$ cat src/hw/tmc_pkg.sv
// Purpose: shared constants and types for the thermal monitor configuration bank
// Assumes: one 32-bit word per register, byte offsets 0x00, 0x04 and 0x08 (index times four)
// Notes:   register addresses, bit positions, reset values and timing constants live here; fan drive levels are coded in the design
package tmc_pkg;

    // register indices and byte addresses
    localparam logic [7:0]  MON_CTRL_IDX  = 8'h00;
    localparam logic [7:0]  MEAS_CTRL_IDX = 8'h01;
    localparam logic [7:0]  STATUS_IDX    = 8'h02;
    localparam logic [11:0] MON_CTRL_ADDR  = 12'h000;
    localparam logic [11:0] MEAS_CTRL_ADDR = 12'h004;
    localparam logic [11:0] STATUS_ADDR    = 12'h008;

    // reset values
    localparam logic [7:0] MON_CTRL_RST  = 8'h01;
    localparam logic [7:0] MEAS_CTRL_RST = 8'h00;

    // monitor_control bit positions
    localparam int MC_RUN      = 0;
    localparam int MC_LOCK     = 1;
    localparam int MC_READY    = 2;
    localparam int MC_FULL     = 3;
    localparam int MC_SPIN_DIS = 4;
    localparam int MC_TO_DIS   = 5;
    localparam int MC_SUPPLY5  = 6;
    localparam int MC_OFFBIN   = 7;

    // measurement_control bit positions
    localparam int MS_THERM10K = 0;
    localparam int MS_DIODE_CURRENT_SELECT     = 1;
    localparam int MS_REFERENCE_TRISTATE     = 2;
    localparam int MS_UNUSED   = 3;
    localparam int MS_AVG_OFF  = 4;
    localparam int MS_RATE     = 5;
    localparam int MS_SHUTDOWN_REQUEST     = 6;
    localparam int MS_DIODE2   = 7;

    // write mask for measurement_control: unused bit never stored
    localparam logic [7:0] MEAS_WMASK = 8'hF7;

    // conversion rates in conversions per second
    localparam int RATE_FAST_CPS = 32;
    localparam int RATE_SLOW_CPS = 4;

    // power-up settle time
    localparam int CLK_MHZ          = 100;
    localparam int POWERUP_US       = 10;
    localparam int POWERUP_CYCLES   = POWERUP_US * CLK_MHZ;

    // ahb transfer codes
    localparam logic [1:0] HTRANS_IDLE   = 2'b00;
    localparam logic [1:0] HTRANS_NONSEQ = 2'b10;
    localparam logic [2:0] HSIZE_WORD    = 3'b010;

    typedef struct packed {
        logic       monitor_run;
        logic       limit_lock;
        logic       all_fans_full;
        logic       spinup_pulse_disable;
        logic       bus_timeout_disable;
        logic       supply_scale_5v;
        logic       offset_binary_format;
        logic       thermistor_type;
        logic       diode_current_select;
        logic       averaging_off;
        logic       conv_rate_slow;
        logic       shutdown_request;
        logic       second_diode_mode;
    } tmc_cfg_t;

    typedef struct packed {
        logic       use_programmed_limits;
        logic       fans_forced_full;
        logic       fans_forced_off;
        logic       analog_input_one_diode;
        logic       analog_input_two_diode;
        logic       smbus_timeout_enable;
    } tmc_ctl_t;

endpackage : tmc_pkg

$ cat src/hw/tmc_powerup_timer.sv
// Purpose: holds the ready flag low until the power-up settle time has run out
// Assumes: synchronous active-high reset stands for power-on reset
// Notes:   count is a parameter so simulation can shorten it
`timescale 1ns/100ps
`default_nettype none
module tmc_powerup_timer #(
    parameter int CYCLES = tmc_pkg::POWERUP_CYCLES
) (
    // clock and reset
    input  wire logic core_clk,
    input  wire logic rst,
    // status
    output logic      ready
);
    localparam int CW = (CYCLES < 2) ? 1 : $clog2(CYCLES + 1);

    // refused at elaboration: a zero count would wrap the 1-bit compare and raise ready after two cycles
    if (CYCLES < 1) begin : g_bad_cycles
        $error("tmc_powerup_timer: CYCLES must be at least 1");
    end

    logic [CW-1:0] cnt_q;
    logic          ready_q;

    always_ff @(posedge core_clk) begin
        if (rst) begin
            cnt_q <= '0;
        end else if (!ready_q) begin
            cnt_q <= cnt_q + CW'(1);
        end
    end

    always_ff @(posedge core_clk) begin
        if (rst) begin
            ready_q <= 1'b0;
        end else if (cnt_q == CW'(CYCLES - 1)) begin
            ready_q <= 1'b1;
        end
    end

    assign ready = ready_q;
endmodule : tmc_powerup_timer
`default_nettype wire

$ cat src/hw/tmc_config_regs.sv
// Purpose: two 8-bit configuration registers of a thermal monitor, on AHB-Lite
// Assumes: single word transfers, zero wait states, response always OKAY
// Notes:   lock is sticky until rst, which stands for a power cycle
//
// Functional notes
// - run bit selects programmed or default limits
// - clearing run leaves limit registers untouched
// - run bit read only once locked
// - lock is write once, freezes lockables
// - ready flag set after power-up completes
// - full-speed bit forces fans unless shutdown is set, never locked
// - spin-up pulse disable holds drive high
// - timeout disable bit, lockable
// - supply scale selects 5 V or 3.3 V
// - format bit selects binary or offset
// - second register read only once locked
// - thermistor type selects 100k or 10k
// - reference tristate floats reference output pin
// - bit 3 of second register reads zero
// - averaging-off bit disables measurement averaging
// - rate bit picks 32 or 4 per second
// - shutdown forces fan drives to zero
// - second diode mode overrides thermistor selects
//
// The AHB-Lite register port was left to the implementer.
`timescale 1ns/100ps
`default_nettype none
module tmc_config_regs #(
    parameter int POWERUP_CYCLES = tmc_pkg::POWERUP_CYCLES
) (
    // clock and reset
    input  wire logic              core_clk,
    input  wire logic              rst,
    // ahb-lite slave
    input  wire logic              hsel,
    input  wire logic [11:0]       haddr,
    input  wire logic [1:0]        htrans,
    input  wire logic              hwrite,
    input  wire logic [2:0]        hsize,
    input  wire logic [31:0]       hwdata,
    input  wire logic              hready,
    output logic                   hreadyout,
    output logic                   hresp,
    output logic [31:0]            hrdata,
    // configuration out to measurement and fan logic
    output tmc_pkg::tmc_cfg_t      cfg,
    output tmc_pkg::tmc_ctl_t      ctl,
    output logic                   conv_rate_applies,
    // fan drive path
    input  wire logic [7:0]        fan_drive_one_in,
    input  wire logic [7:0]        fan_drive_two_in,
    input  wire logic              spinup_active,
    input  wire logic              single_channel_mode,
    input  wire logic              thermistor_select_one,
    input  wire logic              thermistor_select_two,
    output logic [7:0]             fan_drive_one,
    output logic [7:0]             fan_drive_two,
    output logic                   spinup_use_tach_pulses,
    // reference output pin
    output logic                   reference_output_pin_oe
);
    if (POWERUP_CYCLES < 1) begin : g_bad_powerup
        $error("tmc_config_regs: POWERUP_CYCLES must be at least 1");
    end

    logic [7:0]  mon_q;
    logic [7:0]  meas_q;
    logic        wr_pend_q;
    logic [11:0] wr_addr_q;
    logic        ready;
    logic        addr_ok;
    logic        locked;
    logic        wr_mon;
    logic        wr_meas;
    logic [7:0]  mon_d;
    logic [7:0]  meas_d;
    logic [31:0] rdata_d;
    logic [7:0]  drive_one_d;
    logic [7:0]  drive_two_d;

    tmc_powerup_timer #(
        .CYCLES (POWERUP_CYCLES)
    ) u_pwr (
        .core_clk (core_clk),
        .rst      (rst),
        .ready    (ready)
    );

    // bus is never stalled, so every address phase is taken immediately
    assign addr_ok   = hsel && hready && (htrans == tmc_pkg::HTRANS_NONSEQ);
    assign hreadyout = 1'b1;
    assign hresp     = 1'b0;

    always_ff @(posedge core_clk) begin
        if (rst) begin
            wr_pend_q <= 1'b0;
            wr_addr_q <= '0;
        end else begin
            wr_pend_q <= addr_ok && hwrite;
            wr_addr_q <= haddr;
        end
    end

    assign locked  = mon_q[tmc_pkg::MC_LOCK];
    assign wr_mon  = wr_pend_q && (wr_addr_q == tmc_pkg::MON_CTRL_ADDR);
    assign wr_meas = wr_pend_q && (wr_addr_q == tmc_pkg::MEAS_CTRL_ADDR);

    // lockable fields freeze once lock is set; full-speed and lock-set stay live
    always_comb begin
        mon_d = mon_q;
        if (wr_mon) begin
            if (!locked) begin
                mon_d[tmc_pkg::MC_RUN]      = hwdata[tmc_pkg::MC_RUN];
                mon_d[tmc_pkg::MC_SPIN_DIS] = hwdata[tmc_pkg::MC_SPIN_DIS];
                mon_d[tmc_pkg::MC_TO_DIS]   = hwdata[tmc_pkg::MC_TO_DIS];
                mon_d[tmc_pkg::MC_SUPPLY5]  = hwdata[tmc_pkg::MC_SUPPLY5];
                mon_d[tmc_pkg::MC_OFFBIN]   = hwdata[tmc_pkg::MC_OFFBIN];
            end
            // write once: only a 1 is taken, clear comes only from reset
            if (hwdata[tmc_pkg::MC_LOCK]) begin
                mon_d[tmc_pkg::MC_LOCK] = 1'b1;
            end
            mon_d[tmc_pkg::MC_FULL] = hwdata[tmc_pkg::MC_FULL];
        end
        mon_d[tmc_pkg::MC_READY] = 1'b0;
    end

    always_comb begin
        meas_d = meas_q;
        if (wr_meas && !locked) begin
            meas_d = hwdata[7:0] & tmc_pkg::MEAS_WMASK;
        end
    end

    always_ff @(posedge core_clk) begin
        if (rst) begin
            mon_q <= tmc_pkg::MON_CTRL_RST;
        end else begin
            mon_q <= mon_d;
        end
    end

    always_ff @(posedge core_clk) begin
        if (rst) begin
            meas_q <= tmc_pkg::MEAS_CTRL_RST;
        end else begin
            meas_q <= meas_d;
        end
    end

    // read data registered for the data phase
    always_comb begin
        rdata_d = '0;
        unique case (haddr)
            tmc_pkg::MON_CTRL_ADDR: begin
                rdata_d[7:0] = mon_q;
                rdata_d[tmc_pkg::MC_READY] = ready;
            end
            tmc_pkg::MEAS_CTRL_ADDR: begin
                rdata_d[7:0] = meas_q;
            end
            tmc_pkg::STATUS_ADDR: begin
                rdata_d[7:0] = drive_one_d;
                rdata_d[15:8] = drive_two_d;
            end
            default: begin
                rdata_d = '0;
            end
        endcase
    end

    always_ff @(posedge core_clk) begin
        if (rst) begin
            hrdata <= '0;
        end else if (addr_ok && !hwrite) begin
            hrdata <= rdata_d;
        end
    end

    // configuration fields out
    always_comb begin
        cfg.monitor_run          = mon_q[tmc_pkg::MC_RUN];
        cfg.limit_lock           = mon_q[tmc_pkg::MC_LOCK];
        cfg.all_fans_full        = mon_q[tmc_pkg::MC_FULL];
        cfg.spinup_pulse_disable = mon_q[tmc_pkg::MC_SPIN_DIS];
        cfg.bus_timeout_disable  = mon_q[tmc_pkg::MC_TO_DIS];
        cfg.supply_scale_5v      = mon_q[tmc_pkg::MC_SUPPLY5];
        cfg.offset_binary_format = mon_q[tmc_pkg::MC_OFFBIN];
        cfg.thermistor_type      = meas_q[tmc_pkg::MS_THERM10K];
        cfg.diode_current_select = meas_q[tmc_pkg::MS_DIODE_CURRENT_SELECT];
        cfg.averaging_off        = meas_q[tmc_pkg::MS_AVG_OFF];
        cfg.conv_rate_slow       = meas_q[tmc_pkg::MS_RATE];
        cfg.shutdown_request     = meas_q[tmc_pkg::MS_SHUTDOWN_REQUEST];
        cfg.second_diode_mode    = meas_q[tmc_pkg::MS_DIODE2];
    end

    // derived controls; limits themselves live elsewhere and are never touched here
    always_comb begin
        ctl.use_programmed_limits  = mon_q[tmc_pkg::MC_RUN] && ready;
        ctl.fans_forced_full       = mon_q[tmc_pkg::MC_FULL];
        ctl.fans_forced_off        = meas_q[tmc_pkg::MS_SHUTDOWN_REQUEST];
        ctl.analog_input_one_diode = meas_q[tmc_pkg::MS_DIODE2] || !thermistor_select_two;
        ctl.analog_input_two_diode = meas_q[tmc_pkg::MS_DIODE2] || !thermistor_select_one;
        ctl.smbus_timeout_enable   = !mon_q[tmc_pkg::MC_TO_DIS];
    end

    // rate bit only matters with averaging off and a single channel
    assign conv_rate_applies = meas_q[tmc_pkg::MS_AVG_OFF] && single_channel_mode;

    // shutdown beats full speed: fans off and drive readback zero
    always_comb begin
        if (meas_q[tmc_pkg::MS_SHUTDOWN_REQUEST]) begin
            drive_one_d = '0;
            drive_two_d = '0;
        end else if (mon_q[tmc_pkg::MC_FULL]) begin
            drive_one_d = 8'hFF;
            drive_two_d = 8'hFF;
        end else if (spinup_active && mon_q[tmc_pkg::MC_SPIN_DIS]) begin
            drive_one_d = 8'hFF;
            drive_two_d = 8'hFF;
        end else begin
            drive_one_d = fan_drive_one_in;
            drive_two_d = fan_drive_two_in;
        end
    end

    always_ff @(posedge core_clk) begin
        if (rst) begin
            fan_drive_one <= '0;
            fan_drive_two <= '0;
        end else begin
            fan_drive_one <= drive_one_d;
            fan_drive_two <= drive_two_d;
        end
    end

    assign spinup_use_tach_pulses  = !mon_q[tmc_pkg::MC_SPIN_DIS];
    assign reference_output_pin_oe = !meas_q[tmc_pkg::MS_REFERENCE_TRISTATE];

endmodule : tmc_config_regs
`default_nettype wire

$ cat config.mk
export PLATFORM = sky130hd
export DESIGN_NAME = tmc_config_regs
export DESIGN_NICKNAME = d
export VERILOG_FILES = /design/src/hw/tmc_pkg.sv /design/src/hw/tmc_powerup_timer.sv /design/src/hw/tmc_config_regs.sv
export SDC_FILE = /design/constraint.sdc
export NUM_CORES = 1
export LEC_CHECK = 0
export BUFFER_PORTS_ARGS = -buffer_cell sky130_fd_sc_hd__buf_2
export CAP_MARGIN = 20
export CORE_MARGIN = 2
export CORE_UTILIZATION = 30
export CTS_CLUSTER_SIZE = 40
export DETAILED_ROUTE_END_ITERATION = 8
export GPL_ROUTABILITY_DRIVEN = 0
export PLACE_DENSITY_LB_ADDON = 0.2
export SLEW_MARGIN = 20
export SYNTH_ARGS = -nofsm -noshare
export SYNTH_HDL_FRONTEND = slang
export SYNTH_SLANG_ARGS = --single-unit
$ cat constraint.sdc
create_clock -name core_clk -period 1.7 [get_ports core_clk]
set_input_delay 0.17 -clock core_clk [delete_from_list [all_inputs] [get_ports core_clk]]
set_output_delay 0.17 -clock core_clk [all_outputs]
set_load 0.05 [all_outputs]
* After elaboration in Yosys (flattened, before gate mapping)
Cells that the tools add are included.
** Word-level totals
- Output and inout bits :: 72
- Logic and storage cells :: 49
- Input port bits :: 74
- Bits in registers :: 70
** Operators by class
- Multiplexer cells :: 8
- Eq/ne operators :: 5
- Bitwise logic cells :: 1
- Add/sub/neg operators :: 1
- Reduce and logical (&&, ||, !) cells :: 23
** Operator list (number)
- $mux 8 :: 7
- $eq 12x3->1 const B :: 2
- $logic_not 12->1 :: 2
- $pmux 8 s3 :: 1
- $eq 12x4->1 const B :: 1
- $add 10x1->10 const B :: 1
- $eq 10x10->1 const B :: 1
- $logic_and 1x1->1 :: 10
- $logic_not 1->1 :: 7
- $reduce_and 2->1 :: 2
- $eq 2x2->1 const B :: 1
- $logic_or 1x1->1 :: 2
- $not 1->1 :: 1

* Depth between registers and ports, before layout
- Depth in word-level cells :: 5
- Mapped depth :: 5
- Depth with buffers taken out :: 5

* Modules after synthesis
Synthesis repeated with hierarchy kept, for this count alone.
** Second synthesis, totals
- Cell total of the unflattened synthesis :: 299
- Area, all modules :: 2879.0 sq um
** By module, submodules not included
- tmc_config_regs :: times used 1, cells each 248, area each 2389.8 sq um
- tmc_powerup_timer :: times used 1, cells each 51, area each 489.2 sq um

* Worst setup path after synthesis
Ideal clock, no wire load.
- Path kind :: reg2reg
- From :: register wr_addr_q[1]
- To :: register meas_q[6]
- Path slack :: -0.122 ns
- Stages on the path, launching flop included :: 6
- Clock period less this slack :: 1.822 ns
- Required time :: 1.572 ns
- Arrival :: 1.694 ns
- Path through :: dfxtp_1 -> or4b_4 -> or4_4 -> buf_6 -> mux2i_1 -> nor2_1
** On the way
- Longest elaborated chain between the ends :: 3
** Ends and longest elaborated chain
- from (decl) :: line tmc_config_regs.sv:69 : logic [11:0] wr_addr_q;
- from (signal assigned) :: line tmc_config_regs.sv:100 : wr_addr_q <= haddr;
- $eq 12x3->1 :: line tmc_config_regs.sv:106 : assign wr_meas = wr_pend_q && (wr_addr_q == tmc_pkg::MEAS_CTRL_ADDR);
- $logic_and 1x1->1 :: line tmc_config_regs.sv:106
- $logic_and 1x1->1 :: line tmc_config_regs.sv:130 : if (wr_meas && !locked) begin
- to (signal assigned) :: line tmc_config_regs.sv:145 : meas_q <= tmc_pkg::MEAS_CTRL_RST;
- to (signal assigned) :: line tmc_config_regs.sv:147 : meas_q <= meas_d;
- to (decl) :: line tmc_config_regs.sv:67 : logic [7:0] meas_q;
Every way passes these cells.
A chain may end at the register's enable or synchronous reset.

* Worst setup path after layout
- From :: register wr_addr_q[5]
- To :: register meas_q[1]
Same word-level chain as after synthesis.

==> results.py <==
metrics = {
    "floorplanning": {
        "die_w_um": 102,
        "chipHeight_um": 102,
        "io_pins": 146,
        "rows": 35,
        "initial_utilization_pct": 30.9,
        "core_um2": 9240,
        "die-area_um2": 10300,
    },
    "detailed_routing": {
        "vias": 2299,
        "drtPass1Iterations": 4,
        "drc": 0,
        "wire_per_inst_um": 13.1,
        "drt_wl_total_mm": 6.98,
        "final_antenna_net_count": 0,
        "avgViaCountPerCell": 4.33,
        "first_iter_violations": 94,
    },
    "worst_setup_path": {
        "worstPathCellList": "or4_4 -> or4_4 -> mux2i_1 -> nor2_1",
        "rr_worst_depth": 4,
        "critPathBufInv": 0,
        "crit_path_end_kind": "flip-flop",
        "crit_family": "simple AND/OR/NAND/NOR gates",
        "crit_arrival_ns": 2.05,
        "timing.critical_path.mode_cell": "or4_4",
        "crit_start": "wr_addr_q[5]",
        "setup.worst_path.start_class": "flip-flop",
        "cpPeakStageDelay_ns": 0.64,
        "worst-endpoint-required_ns": 1.94,
        "cp_slowest_cell": "or4_4",
        "worstSetupPathDepth": 4,
        "worstReg2RegStart": "wr_addr_q[5]",
        "path_class": "flip-flop to flip-flop",
        "crit_fanout": 7,
    },
    "timing": {
        "worst_pin_slew_ns": 0.966,
        "final-hold-violation-count": 0,
        "finalCriticalPeriod_ns": 1.82,
        "relSlewSlack_pct": 35.4,
        "fmax_ghz": 0.550,
        "finalSetupViolCount": 13,
        "slew_viol_final": 0,
        "finClkSkew_ns": 0.00721,
        "hold_slack_ns": 0.0394,
        "period_share_pct": 107,
        "rsz0062_at_grt": "yes",
        "setup_tns_ns": -1.12,
        "finalWorstSetupSlack_ns": -0.117,
    },
    "global_route": {
        "antenna_found_initial": 0,
        "first_global_vias": 2106,
        "grt_pass1_wl_mm": 10.5,
        "globalRouteOverflowTotal": 0,
        "track_usage_pct": 13.6,
        "grt_max_degree": 22,
    },
    "power": {
        "max-vdd-ir-drop_v": 0.000276,
        "power_leakage_uw": 0.00167,
        "power_density_nw_per_um2": 925,
    },
    "finish": {
        "drive_gt1_share_pct": 35.1,
        "nets": 472,
        "antenna_cells": 0,
        "syn_to_final_growth_pct": 27.1,
        "final_cell_mix": "buf_2 (100), dfxtp_1 (70), nor2_1 (58)",
        "layout_commonest_cell": "buf_2",
    },
    "synth": {
        "yosysSeqAreaShare_pct": 49.1,
        "synth.cell_area_um2": 2850,
        "synth_warnings": 0,
        "synth-seq-cells": 70,
        "synthDominantCellAreaShare_pct": 49.1,
        "synth_largest_area_cell": "dfxtp_1",
        "ys_types": 43,
        "ys_top_cells_by_area": "dfxtp_1 (49%), nor2_1 (7.6%), buf_4 (6.8%), mux2i_1 (6.3%), nor2b_1 (3.1%)",
        "synthCells": 295,
        "syn_area_per_cell_um2": 9.67,
    },
    "clock_tree": {
        "ctsHoldBuffers": 0,
        "root_buffer": "clkbuf_8",
        "clock-sinks": 70,
        "path_clk_slew_ns": 0.07,
        "numCtsBuffers": 9,
        "cts.htree.levels": 3,
        "tritoncts": "built",
        "clk_latency_ns": 0.35,
        "max-clock-path-buffers": 2,
    },
    "place": {
        "io_buffers": 100,
        "hpwl_mm": 5.29,
    },
    "hold_path": {
        "worstHoldPathType": "input port to flip-flop",
        "min-delay-start": "haddr[8]",
        "min_path_cells": 2,
    },
    "flow_run": {
        "max_cap_violations": 0,
    },
    "outcome": {
        "violations": "negative setup slack",
        "status": "complete, but fails checks",
    },
}
## where the power goes
part | switching [uW] | internal (uW) | leakage, uW | total [uW]
sequential | 15.9 | 1680 | 0.000572 | 1700
clock | 620 | 645 | 0.0000954 | 1270
combinational | 278 | 112 | 0.00100 | 390
## worst paths after layout
path             endpoint  slack (ns)
max reg2reg     meas_q[1]       -0.12
max             meas_q[1]       -0.12
min reg2reg    hrdata[15]        0.46
min          wr_addr_q[8]        0.04
## worst reg2reg max path, stage by stage (launching register included)
cell	delay (ns)
dfxtp_1	0.30
or4_4	0.52
or4_4	0.64
mux2i_1	0.19
nor2_1	0.05
## state kept, by name, summed over array words and instances, names as in the netlist
signal         flops
hrdata            16
wr_addr_q         12
u_pwr.cnt_q       10
fan_drive_one      8
fan_drive_two      8
meas_q             7
mon_q              7
u_pwr.ready        1
wr_pend_q          1
## per-stage QoR
step                instance area [um2]  util (%)  power, uW  setup slack, ns  instances
global placement                   3420      37.1       2120           -0.143        514
CTS                                3630      39.2       3390           -0.124        531
detailed placement                 3420      37.1       2130           -0.184        514
finish                             3630      39.2       3350           -0.117        531
floorplan                          2920         -       2040          -0.0978        311
global route                       3630      39.2       3490           -0.187        531
## synth_stat cells, drive strengths merged
cell	number
o32ai	1
or2	4
nand4b	4
dfxtp	70
inv	4
nand4	1
xnor2	4
and4b	1
o2bb2ai	8
a21oi	3
a22o	5
and2	2
nor4	3
nand3b	3
o21ai	2
nand2	4
mux2	2
nor2b	14
ha	1
and3	2
a22oi	6
nor4b	1
a41oi	1
nor3b	1
a21o	1
or3b	3
buf	30
nand3	3
mux2i	18
nor2	58
or4b	1
nor3	4
or3	1
nand2b	5
clkbuf	9
conb	2
xor2	4
or4	5
o22ai	4
## metal layers
| metal | wire [um] | GRT usage (%) |
|---|---|---|
| met5 | 0 | 0 |
| met4 | 211 | 8.52 |
| met2 | 3080 | 20.1 |
| met1 | 3290 | 17.8 |
| met3 | 407 | 3.52 |
## layout make-up
cell class,instances,area [um2]
fill,971,5610
sequential,70,1400
multi-input combinational,198,1250
timing repair buffer,114,613
clock buffer,13,169
tap,129,161
clock inverter,3,17.5
inverter,4,15.0
## timing repair
| action | in CTS | in global routing |
|---|---|---|
| gates resized for setup | 2 | 0 |
| pin swaps | 3 | 0 |
| endpoints found under the setup margin | 13 | 14 |
| hold endpoints to repair | 0 | 0 |
| setup buffers | 1 | 0 |
## kinds of logic after synthesis
logic type | Yosys count | share of synthesized area (%)
flops | 70 | 49.1
fa+ha+maj | 1 | 0.439
xor+xnor | 8 | 2.46
mux | 20 | 7.11
compound gates | 31 | 8.20
simple gates | 120 | 23.1
buf+inv | 43 | 9.34
other cells | 2 | 0.263
Note: power is estimated with default switching activity, not from simulation.
